==> src/shared/dsk_pkg.sv <==
// Constants and codes shared by the disk command link.
// Assumes one clock for both ends of the link and an active low asynchronous reset.
// Summary of operation
// - Opcode 35h selects extended DMA write.
// - DMA write data moves as 16-bit words.
// - Host prepares DMA before writing opcode.
// - DMA words move only while request asserted.
// - One completion interrupt per DMA write.
// - Uncorrectable error stops at failing sector.
// - 16-bit sector count; zero means 65536.
// - 48-bit address from current/previous byte pairs.
// - Failing address readable, high select picks half.
// - Fault bit zero; ready, seek, error valid.
// - Opcodes 32h/33h select long write; bit0 retry.
// - Long write records one sector plus ECC.
// - Host loads sector count one for long.
// - Data request stays set until ECC delivered.
// - Long data words 16-bit, ECC bytes 8-bit.
// - ECC length 4 or 40 by feature.
// - ECC length defaults to four after reset.
// - 28-bit address: low, mid, high, head nibble.
// - Retry bit ignored; identical execution.
// - Long completion returns remaining count and address.
// - Media always gets 40 ECC bytes; pad emulated.
// - Host prefers 40-byte mode for ECC tests.
package dsk_pkg;
    localparam logic [3:0] A_DATA     = 4'h0;
    localparam logic [3:0] A_FEAT_ERR = 4'h1;
    localparam logic [3:0] A_COUNT    = 4'h2;
    localparam logic [3:0] A_LOW      = 4'h3;
    localparam logic [3:0] A_MID      = 4'h4;
    localparam logic [3:0] A_HIGH     = 4'h5;
    localparam logic [3:0] A_DEV      = 4'h6;
    localparam logic [3:0] A_CMD_STAT = 4'h7;
    localparam logic [3:0] A_CTL      = 4'h8;
    localparam int         CTL_HOB    = 7;
    localparam int         DEV_L      = 6;

    localparam logic [7:0] OP_DMA_EXT = 8'h35;
    localparam logic [6:0] OP_LONG_HI = 7'h19;
    localparam logic [7:0] OP_LONG    = 8'h32;
    localparam logic [7:0] OP_SETFEAT = 8'hEF;
    localparam logic [7:0] FT_ECC40   = 8'h44;
    localparam logic [7:0] FT_ECC4    = 8'hBB;

    localparam int ERR_ICRC = 7;
    localparam int ERR_IDNF = 4;
    localparam int ERR_ABRT = 2;

    localparam logic [8:0]  WORDS_LAST  = 9'h0FF;
    localparam logic [8:0]  ECC_SHORT   = 9'h004;
    localparam logic [8:0]  ECC_LONG    = 9'h028;
    localparam logic [16:0] CNT_MAX     = 17'h10000;
    localparam logic        ECC40_RESET = 1'b0;
    localparam logic [3:0]  TF_STEPS    = 4'hA;

    localparam logic [7:0] R_CTRL   = 8'h00;
    localparam logic [7:0] R_LBA_LO = 8'h04;
    localparam logic [7:0] R_LBA_HI = 8'h08;
    localparam logic [7:0] R_COUNT  = 8'h0C;
    localparam logic [7:0] R_STATUS = 8'h10;
    localparam int         CTRL_L   = 16;
endpackage

==> src/shared/dsk_if.sv <==
// Link between the host controller and the disk device.
// Assumes both ends share pclk; all signals are synchronous to it.
`timescale 1ns/1ps
interface dsk_if;
    logic        wr_stb;
    logic        rd_stb;
    logic [3:0]  addr;
    logic [15:0] wdata;
    logic [15:0] rdata;
    logic        data_req;
    logic        dmarq;
    logic        dmack;
    logic        intrq;
    modport dev  (input wr_stb, rd_stb, addr, wdata, dmack,
                  output rdata, data_req, dmarq, intrq);
    modport host (output wr_stb, rd_stb, addr, wdata, dmack,
                  input rdata, data_req, dmarq, intrq);
endinterface

==> src/rtl/dsk_device.sv <==
// Disk device end: task file, extended DMA write, long write, ECC length feature.
// Assumes the host keeps its own protocol duties; media accepts one item per clock.
`timescale 1ns/1ps
module dsk_device
    import dsk_pkg::*;
(
    input  wire logic        pclk,
    input  wire logic        presetn,
    dsk_if.dev               link,
    output logic             med_valid,
    output logic [15:0]      med_data,
    output logic             med_ecc,
    output logic [47:0]      med_lba,
    input  wire logic        med_fail
);
    import dsk_pkg::*;

    typedef enum logic [2:0] {
        S_IDLE = 3'b000,
        S_DMA  = 3'b001,
        S_LDAT = 3'b011,
        S_LECC = 3'b010,
        S_LPAD = 3'b110
    } dstate_e;

    typedef struct packed {
        dstate_e     st;
        logic [7:0]  fc;
        logic [7:0]  sc;
        logic [7:0]  sp;
        logic [7:0]  ll;
        logic [7:0]  lp;
        logic [7:0]  ml;
        logic [7:0]  mp;
        logic [7:0]  hl;
        logic [7:0]  hp;
        logic [7:0]  dev;
        logic        hob;
        logic        ecc40;
        logic [16:0] cnt;
        logic [8:0]  wcnt;
        logic [47:0] lba;
        logic [7:0]  errb;
        logic        err;
        logic        intrq;
        logic        drq;
        logic [15:0] rdata;
        logic        mv;
        logic [15:0] md;
        logic        me;
        logic [47:0] ml48;
    } dstate_s;

    dstate_s s_reg;
    dstate_s s_next;
    logic [7:0] status;
    logic [8:0] ecc_last;

    assign status = {s_reg.st != S_IDLE, 1'b1, 1'b0, 1'b1,
                     s_reg.drq, 1'b0, 1'b0, s_reg.err};
    assign ecc_last = (s_reg.ecc40 ? ECC_LONG : ECC_SHORT) - 9'h001;

    always_comb begin
        s_next = s_reg;
        s_next.mv = 1'b0;
        if (link.rd_stb) begin
            unique case (link.addr)
                A_FEAT_ERR: s_next.rdata = {8'h00, s_reg.errb};
                A_COUNT:    s_next.rdata = {8'h00, s_reg.hob ? s_reg.sp : s_reg.sc};
                A_LOW:      s_next.rdata = {8'h00, s_reg.hob ? s_reg.lp : s_reg.ll};
                A_MID:      s_next.rdata = {8'h00, s_reg.hob ? s_reg.mp : s_reg.ml};
                A_HIGH:     s_next.rdata = {8'h00, s_reg.hob ? s_reg.hp : s_reg.hl};
                A_DEV:      s_next.rdata = {8'h00, s_reg.dev};
                A_CMD_STAT: begin
                    s_next.rdata = {8'h00, status};
                    s_next.intrq = 1'b0;
                end
                default:    s_next.rdata = 16'h0000;
            endcase
        end
        if (link.wr_stb && s_reg.st == S_IDLE) begin
            unique case (link.addr)
                A_FEAT_ERR: s_next.fc = link.wdata[7:0];
                A_COUNT: begin
                    s_next.sp = s_reg.sc;
                    s_next.sc = link.wdata[7:0];
                end
                A_LOW: begin
                    s_next.lp = s_reg.ll;
                    s_next.ll = link.wdata[7:0];
                end
                A_MID: begin
                    s_next.mp = s_reg.ml;
                    s_next.ml = link.wdata[7:0];
                end
                A_HIGH: begin
                    s_next.hp = s_reg.hl;
                    s_next.hl = link.wdata[7:0];
                end
                A_DEV:      s_next.dev = link.wdata[7:0];
                A_CTL:      s_next.hob = link.wdata[CTL_HOB];
                A_CMD_STAT: begin
                    s_next.intrq = 1'b0;
                    s_next.err = 1'b0;
                    s_next.errb = 8'h00;
                    s_next.wcnt = 9'h000;
                    s_next.hob = 1'b0;
                    if (link.wdata[7:0] == OP_DMA_EXT) begin
                        s_next.st = S_DMA;
                        s_next.cnt = ({s_reg.sp, s_reg.sc} == 16'h0000) ? CNT_MAX
                                   : {1'b0, s_reg.sp, s_reg.sc};
                        s_next.lba = {s_reg.hp, s_reg.mp, s_reg.lp,
                                      s_reg.hl, s_reg.ml, s_reg.ll};
                    end else if (link.wdata[7:1] == OP_LONG_HI) begin
                        s_next.lba = {20'h00000, s_reg.dev[3:0],
                                      s_reg.hl, s_reg.ml, s_reg.ll};
                        s_next.cnt = 17'h00001;
                        if (s_reg.sc == 8'h01) begin
                            s_next.st = S_LDAT;
                            s_next.drq = 1'b1;
                        end else begin
                            s_next.err = 1'b1;
                            s_next.errb[ERR_ABRT] = 1'b1;
                            s_next.intrq = 1'b1;
                        end
                    end else if (link.wdata[7:0] == OP_SETFEAT && s_reg.fc == FT_ECC40) begin
                        s_next.ecc40 = 1'b1;
                        s_next.intrq = 1'b1;
                    end else if (link.wdata[7:0] == OP_SETFEAT && s_reg.fc == FT_ECC4) begin
                        s_next.ecc40 = 1'b0;
                        s_next.intrq = 1'b1;
                    end else begin
                        s_next.err = 1'b1;
                        s_next.errb[ERR_ABRT] = 1'b1;
                        s_next.intrq = 1'b1;
                    end
                end
                default: s_next.rdata = s_next.rdata;
            endcase
        end
        unique case (s_reg.st)
            S_IDLE: s_next.drq = s_next.drq;
            S_DMA: begin
                if (link.dmack) begin
                    s_next.mv = 1'b1;
                    s_next.md = link.wdata;
                    s_next.me = 1'b0;
                    s_next.ml48 = s_reg.lba;
                    s_next.wcnt = s_reg.wcnt + 9'h001;
                    if (s_reg.wcnt == WORDS_LAST) begin
                        s_next.wcnt = 9'h000;
                        if (med_fail) begin
                            s_next.st = S_IDLE;
                            s_next.err = 1'b1;
                            s_next.errb[ERR_IDNF] = 1'b1;
                            s_next.intrq = 1'b1;
                            s_next.sc = s_reg.cnt[7:0];
                            s_next.sp = s_reg.cnt[15:8];
                            {s_next.hp, s_next.mp, s_next.lp,
                             s_next.hl, s_next.ml, s_next.ll} = s_reg.lba;
                        end else if (s_reg.cnt == 17'h00001) begin
                            s_next.st = S_IDLE;
                            s_next.intrq = 1'b1;
                            s_next.sc = 8'h00;
                            s_next.sp = 8'h00;
                            {s_next.hp, s_next.mp, s_next.lp,
                             s_next.hl, s_next.ml, s_next.ll} = s_reg.lba;
                        end else begin
                            s_next.cnt = s_reg.cnt - 17'h00001;
                            s_next.lba = s_reg.lba + 48'h000000000001;
                        end
                    end
                end
            end
            S_LDAT: begin
                if (link.wr_stb && link.addr == A_DATA) begin
                    s_next.mv = 1'b1;
                    s_next.md = link.wdata;
                    s_next.me = 1'b0;
                    s_next.ml48 = s_reg.lba;
                    s_next.wcnt = s_reg.wcnt + 9'h001;
                    if (s_reg.wcnt == WORDS_LAST) begin
                        s_next.st = S_LECC;
                        s_next.wcnt = 9'h000;
                    end
                end
            end
            S_LECC: begin
                if (link.wr_stb && link.addr == A_DATA) begin
                    s_next.mv = 1'b1;
                    s_next.md = {8'h00, link.wdata[7:0]};
                    s_next.me = 1'b1;
                    s_next.wcnt = s_reg.wcnt + 9'h001;
                    if (s_reg.wcnt == ecc_last) begin
                        s_next.drq = 1'b0;
                        s_next.st = s_reg.ecc40 ? S_IDLE : S_LPAD;
                    end
                end
            end
            S_LPAD: begin
                s_next.mv = 1'b1;
                s_next.md = 16'h0000;
                s_next.me = 1'b1;
                s_next.wcnt = s_reg.wcnt + 9'h001;
                if (s_reg.wcnt == ECC_LONG - 9'h001) begin
                    s_next.st = S_IDLE;
                end
            end
            default: s_next.st = S_IDLE;
        endcase
        if (s_reg.st inside {S_LECC, S_LPAD} && s_next.st == S_IDLE) begin
            s_next.intrq = 1'b1;
            s_next.sc = 8'h00;
            s_next.ll = s_reg.lba[7:0];
            s_next.ml = s_reg.lba[15:8];
            s_next.hl = s_reg.lba[23:16];
            s_next.dev = {s_reg.dev[7:4], s_reg.lba[27:24]};
        end
    end

    always_ff @(posedge pclk or negedge presetn) begin
        if (!presetn) begin
            s_reg <= '0;
            s_reg.ecc40 <= ECC40_RESET;
        end else begin
            s_reg <= s_next;
        end
    end

    assign link.rdata    = s_reg.rdata;
    assign link.data_req = s_reg.drq;
    assign link.dmarq    = (s_reg.st == S_DMA);
    assign link.intrq    = s_reg.intrq;
    assign med_valid     = s_reg.mv;
    assign med_data      = s_reg.md;
    assign med_ecc       = s_reg.me;
    assign med_lba       = s_reg.ml48;
endmodule

==> src/flat_wrapper.sv <==
// flat-port wrapper written by rule: the top's interface ports become plain ports
module dsk_device_flat import dsk_pkg::*;
  (pclk, presetn, med_valid, med_data, med_ecc, med_lba, med_fail, link_wr_stb, link_rd_stb, link_addr, link_wdata, link_dmack, link_rdata, link_data_req, link_dmarq, link_intrq);
  dsk_if link_i ();
  input  wire logic pclk;
  input  wire logic presetn;
  output logic med_valid;
  output logic [15:0] med_data;
  output logic med_ecc;
  output logic [47:0] med_lba;
  input  wire logic med_fail;
  input wire logic [$bits(link_i.wr_stb)-1:0] link_wr_stb;
  input wire logic [$bits(link_i.rd_stb)-1:0] link_rd_stb;
  input wire logic [$bits(link_i.addr)-1:0] link_addr;
  input wire logic [$bits(link_i.wdata)-1:0] link_wdata;
  input wire logic [$bits(link_i.dmack)-1:0] link_dmack;
  output wire logic [$bits(link_i.rdata)-1:0] link_rdata;
  output wire logic [$bits(link_i.data_req)-1:0] link_data_req;
  output wire logic [$bits(link_i.dmarq)-1:0] link_dmarq;
  output wire logic [$bits(link_i.intrq)-1:0] link_intrq;
  assign link_i.wr_stb = link_wr_stb;
  assign link_i.rd_stb = link_rd_stb;
  assign link_i.addr = link_addr;
  assign link_i.wdata = link_wdata;
  assign link_i.dmack = link_dmack;
  assign link_rdata = link_i.rdata;
  assign link_data_req = link_i.data_req;
  assign link_dmarq = link_i.dmarq;
  assign link_intrq = link_i.intrq;
  dsk_device u_core (.pclk(pclk), .presetn(presetn), .link(link_i), .med_valid(med_valid), .med_data(med_data), .med_ecc(med_ecc), .med_lba(med_lba), .med_fail(med_fail));
endmodule
==> config.mk <==
export PLATFORM = sky130hd
export DESIGN_NAME = dsk_device_flat
export DESIGN_NICKNAME = d
export VERILOG_FILES = /design/src/shared/dsk_pkg.sv /design/src/shared/dsk_if.sv /design/src/rtl/dsk_device.sv /design/src/flat_wrapper.sv
export SDC_FILE = /design/constraint.sdc
export NUM_CORES = 1
export LEC_CHECK = 0
export ABC_AREA = 1
export BUFFER_PORTS_ARGS = -buffer_cell sky130_fd_sc_hd__buf_2
export CORE_MARGIN = 2
export CORE_UTILIZATION = 61
export DETAILED_ROUTE_END_ITERATION = 10
export PLACE_DENSITY = 0.78
export SLEW_MARGIN = 20
export SYNTH_ARGS = -nofsm -noshare
export SYNTH_HDL_FRONTEND = slang
export SYNTH_SLANG_ARGS = --single-unit
==> constraint.sdc <==
create_clock -name pclk -period 3 [get_ports pclk]
set_input_delay 0 -clock pclk [delete_from_list [all_inputs] [get_ports pclk]]
set_output_delay 0 -clock pclk [all_outputs]
set_load 0.005 [all_outputs]
# Word level (Yosys, flattened, before mapping)
# Index checks and enable logic that the tools add are counted.
[totals]
register_bits = 246
input_bits = 26
elab_cells = 177
[classes]
add_sub_neg = 4
n_eq_ne = 25
mux = 93
bitwise_logic = 3
n_reduce_logical = 25
[op_table]
columns = ["cell", "count"]
rows = [
  ["$mux 64", 5],
  ["$mux 48", 5],
  ["$mux 186", 1],
  ["$mux 74", 2],
  ["$mux 66", 2],
  ["$mux 17", 6],
  ["$pmux 48 s2", 1],
  ["$mux 86", 1],
  ["$mux 16", 5],
  ["$mux 8", 10],
  ["$pmux 18 s4", 1],
  ["$pmux 8 s7", 1],
  ["$add 48x1->48 const B", 1],
  ["$mux 3", 15],
  ["$pmux 9 s4", 1],
  ["$mux 9", 3],
  ["$mux 1", 24],
  ["$mux 18", 1],
  ["$eq 17x1->1 const B", 1],
  ["$sub 17x1->17 const B", 1],
  ["$eq 4x3->1 const B", 4],
  ["$eq 8x8->1 const B", 2],
  ["$logic_not 16->1", 1],
  ["$pmux 3 s5", 1],
  ["other kinds (32)", 55],
]

# Logic depth before layout (Yosys ltp)
[depth]
ltp_word = 17
ltp_mapped = 21
ltp_nobuf = 20

# Worst setup path after synthesis
# OpenSTA, ideal clock, no wires.
[synth_timing]
path_kind = "register to register"
start = "register u_core.s_reg[141] (netlist bit)"
end = "register u_core.s_reg[169] (netlist bit)"
setup_time_ps = 126
arrival_ps = 2360
t_required_ps = 2874
setup_slack_ps = 515
stages_incl_launch_ff = 22
n_path_buf = 2
period_less_slack_ps = 2485
cell_sequence = "dfrtp_1 ha_1 nand2_1 nor2_1 inv_1 nor2_1 inv_1 nor3_1 inv_1 nor2_1 ha_1 nand2_1 inv_1 nand2_2 nand2_1 nand2_1 nand2_2 nand3_4 buf_6 buf_6 nand3_1 nand3_1"
[synth_between]
elab_chain_len = 8
elab_cells_between_ends = 17
cone_classes = "eq/ne (3); mux (9); reduce/logical (5)"
[synth_rtl]
columns = ["element", "line_no", "source"]
rows = [
  ["start, declared", "dsk_device.sv:54", "dstate_s s_reg;"],
  ["start signal, assigned", "dsk_device.sv:226", "s_reg <= s_next;"],
  ["$eq 9x9->1 or $eq 9x8->1 (tied branches)", "dsk_device.sv:194, dsk_device.sv:150, dsk_device.sv:182", ""],
  ["$mux 3 (on tied branches)", "dsk_device.sv:194, dsk_device.sv:150, dsk_device.sv:182", ""],
  ["$mux 3 (on tied branches)", "dsk_device.sv:189, dsk_device.sv:144, dsk_device.sv:176", ""],
  ["$pmux 3 s5 (*)", "dsk_device.sv:141", "unique case (s_reg.st)"],
  ["$logic_not 3->1 (*)", "dsk_device.sv:211", "if (s_reg.st inside {S_LECC, S_LPAD} && s_next.st == S_IDLE) begin"],
  ["$logic_and 1x1->1 (*)", "dsk_device.sv:211", ""],
  ["$reduce_bool 2->1 (no source line)", "-", ""],
  ["$reduce_and 2->1 (no source line)", "-", ""],
]
# Every way passes the cells marked *; elsewhere a longest branch is shown, timed or not.
# A chain may end at the register's enable or synchronous reset.

==> results_dict.tcl <==
set metrics [dict create \
    r2r-start "u_core.s_reg[141]$_DFF_PN0_" \
    start_kind "register" \
    grt_pass1_vias 12300 \
    setup_ws_ps 164 \
    finalSetupViolCount 0 \
    arrival_ps 3320 \
    fmax_mhz 353 \
    p_per_area_nw_per_um2 653 \
    worst_clock_skew_ps 18.4 \
    relSlewSlack 0.378 \
    ys_ff_latch 238 \
    fin_cells 2252 \
    syn_area_per_cell_sq_um 7.38 \
    core_sq_um 22500 \
    max_cap_violations 0 \
    vias 13800 \
    start_util 0.618 \
    avgRoutedWirePerCell_um 21.9 \
    top_level_ports 111 \
    h-tree-depth 1 \
    status "finished clean" \
    slew_violations 0 \
    synth_fa_ha_area_frac 0.00540 \
    detail-route-antenna-nets 0 \
    cts.clk_slew.worst_paths_ps 60 \
    final_cell_mix "nand2_1, dfrtp_1, inv_1" \
    required_ps 3490 \
    synth_edf_count 0 \
    wirelength_um 49300 \
    drt-vias-per-instance 6.13 \
    syn-cell-area_sq_um 13900 \
    dp.final_hpwl_um 32400 \
    cts_buffers 27 \
    die_w_um 155 \
    synth-main-ff-cell "dfrtp_1" \
    die_area_sq_um 24000 \
    seq_area_frac_synth 0.428 \
    drt_iter0_markers 1824 \
    num_rows 55 \
    io_buffers 102 \
    seq_power_share 0.440 \
    cts_max_path_buffers 3 \
    largest_register_ffs 162 \
    dr.pass1.iters 6 \
    synth.area.mux_share 0.000809 \
    p_int_mw 6.71 \
    synth_cells 1886 \
    dp_slack_ps 130 \
    p_comb_frac 0.249 \
    worstHoldPathType "primary input to register" \
    final_common_cell "nand2_1" \
    cts_num_sinks 238 \
    path_max_fanout 6 \
    grt_max_degree 93 \
    syn_to_final_growth_pct 12.9 \
    dp_cells 2155 \
    yosys.cell_types.count 52 \
    root_buffer "clkbuf_16" \
    p_leak_nw 7.79 \
    postSynth.asyncResetShare 1.00 \
    min_from "link_wr_stb" \
    tightestPinTransition_ps 930 \
    yosysWarnings 0 \
    fin_nets 1979 \
    antenna_found_initial 0 \
    drc 0 \
    dieHeight_um 155 \
    synth_compound_area_frac 0.141 \
    place_congestion 0.989 \
    grt_first_pass_wirelength_um 70300 \
    synth_top_family_by_area "simple AND/OR/NAND/NOR gates" \
    period_minus_slack_ps 2840 \
    grt_overflow 0 \
    power_switching_mw 3.56 \
    grt_use_total 0.378 \
    final_layout_size_suffix_gt1_frac 0.139 \
    swShare 0.346 \
    hold_viol 0 \
    clock_latency_ps 550 \
    clkPwrFrac 0.311 \
    cts_tree "built" \
    crit_start "u_core.s_reg[141]$_DFF_PN0_" \
    finalCritPeriodShare 0.945 \
    vdd_ir_drop_max_v 0.000465 \
    endpoint_kind "register" \
    path_class "register to register" \
    synth_xor_area_frac 0.0208 \
    synth-simple-area-share 0.280 \
]
-- final timing paths --
| check | end | slack, ps | depth (start not counted) |
|---|---|---|---|
| max in group asynchronous | u_core.s_reg[177]$_DFF_PN0_ | 2400 | 3 |
| max reg2reg | u_core.s_reg[190]$_DFF_PN0_ | 160 | 21 |
| min reg2reg | u_core.med_lba[7]$_DFFE_PN0P_ | 470 | 2 |
| min | u_core.s_reg[87]$_DFFE_PN0P_ | 30 | 4 |
| min in group asynchronous | u_core.s_reg[143]$_DFF_PN0_ | 60 | 3 |
| max | u_core.s_reg[190]$_DFF_PN0_ | 160 | 21 |
-- cells by family after synthesis --
| logic type | count (synthesis) |
|---|---|
| AND/OR/NAND/NOR | 904 |
| XOR/XNOR | 33 |
| buffers and inverters | 359 |
| flip-flops | 238 |
| multiplexers | 1 |
| other | 1 |
| AO/OA/AOI/OAI | 344 |
| adder cells (fa/ha/maj) | 6 |
-- area by class of cell --
class | count | area (sq um)
inverters | 194 | 733
multi-input cells | 1297 | 6340
fillers | 1892 | 6790
repair buffers | 189 | 1480
flip-flops and latches | 238 | 5960
well taps | 285 | 357
diodes | 1 | 2.50
clock buffers | 42 | 802
clock inverters | 6 | 36.3
-- layer usage --
layer	global-route usage	vias up	wire length (um)
li1	-	6235	-
met2	0.583	896	21500
met3	0.0752	146	6110
met1	0.537	6530	19600
met5	0	-	0
met4	0.127	0	2050
-- through the flow --
| step | utilization | power (mW) | hold WS, ps | TNS, ps | cell area, sq um |
|---|---|---|---|---|---|
| after global placement | 0.632 | 6.86 | -72.3 | 0 | 14200 |
| final | 0.698 | 10.3 | 35.0 | 0 | 15700 |
| after floorplan | - | 6.21 | -296 | 0 | 13900 |
| after detailed placement | 0.632 | 6.94 | -71.7 | 0 | 14200 |
| after CTS | 0.681 | 10.1 | 11.0 | 0 | 15300 |
| after global routing | 0.698 | 10.7 | 62.7 | -494 | 15700 |
-- critical path, cell delays in order, from the launching register on --
cell and delay (ps):
dfrtp_1 390, ha_2 220, nand2_1 60, nor2_1 100, inv_1 70, nor2_2 140
inv_2 70, nor3_4 190, inv_1 70, nor2_2 130, ha_2 200, nand2_1 70
inv_2 60, nand2_2 80, nand2_2 80, nand2_2 70, nand2_4 110, nand3_4 180
nand2_8 180, clkbuf_16 170, nand2_1 50, nand2_1 70
-- cells in the mapped netlist, drive strengths merged (23+ instances only) --
master  instances  area (sq um)
a21oi          45           225
buf           121           828
clkbuf         44           166
dfrtp         238          5960
inv           192           721
nand2         546          2080
nand3         146           753
nand4          34           231
nor2          138           584
nor3           29           171
o211ai         23           173
o21ai         191           963
o22ai          39           244
xor2           29           254
-- power by group through the flow --
| stage | logic [mW] | registers (mW) | clock network (mW) |
|---|---|---|---|
| 6_report | 2.56 | 4.52 | 3.19 |
| 5_1_grt | 2.84 | 4.58 | 3.31 |
| 4_1_cts | 2.47 | 4.47 | 3.19 |
| 3_5_place_dp | 2.42 | 4.52 | 0 |
| 3_3_place_gp | 2.36 | 4.50 | 0 |
| 2_1_floorplan | 1.86 | 4.35 | 0 |
-- timing repair --
item                       in CTS  in global routing
buffers inserted                0                 14
hold buffers                   23                  0
setup endpoints to repair       0                 99
gates resized for setup         0                 22
hold endpoints to repair      286                  0
No activity file was read; power rests on OpenSTA's default activity.
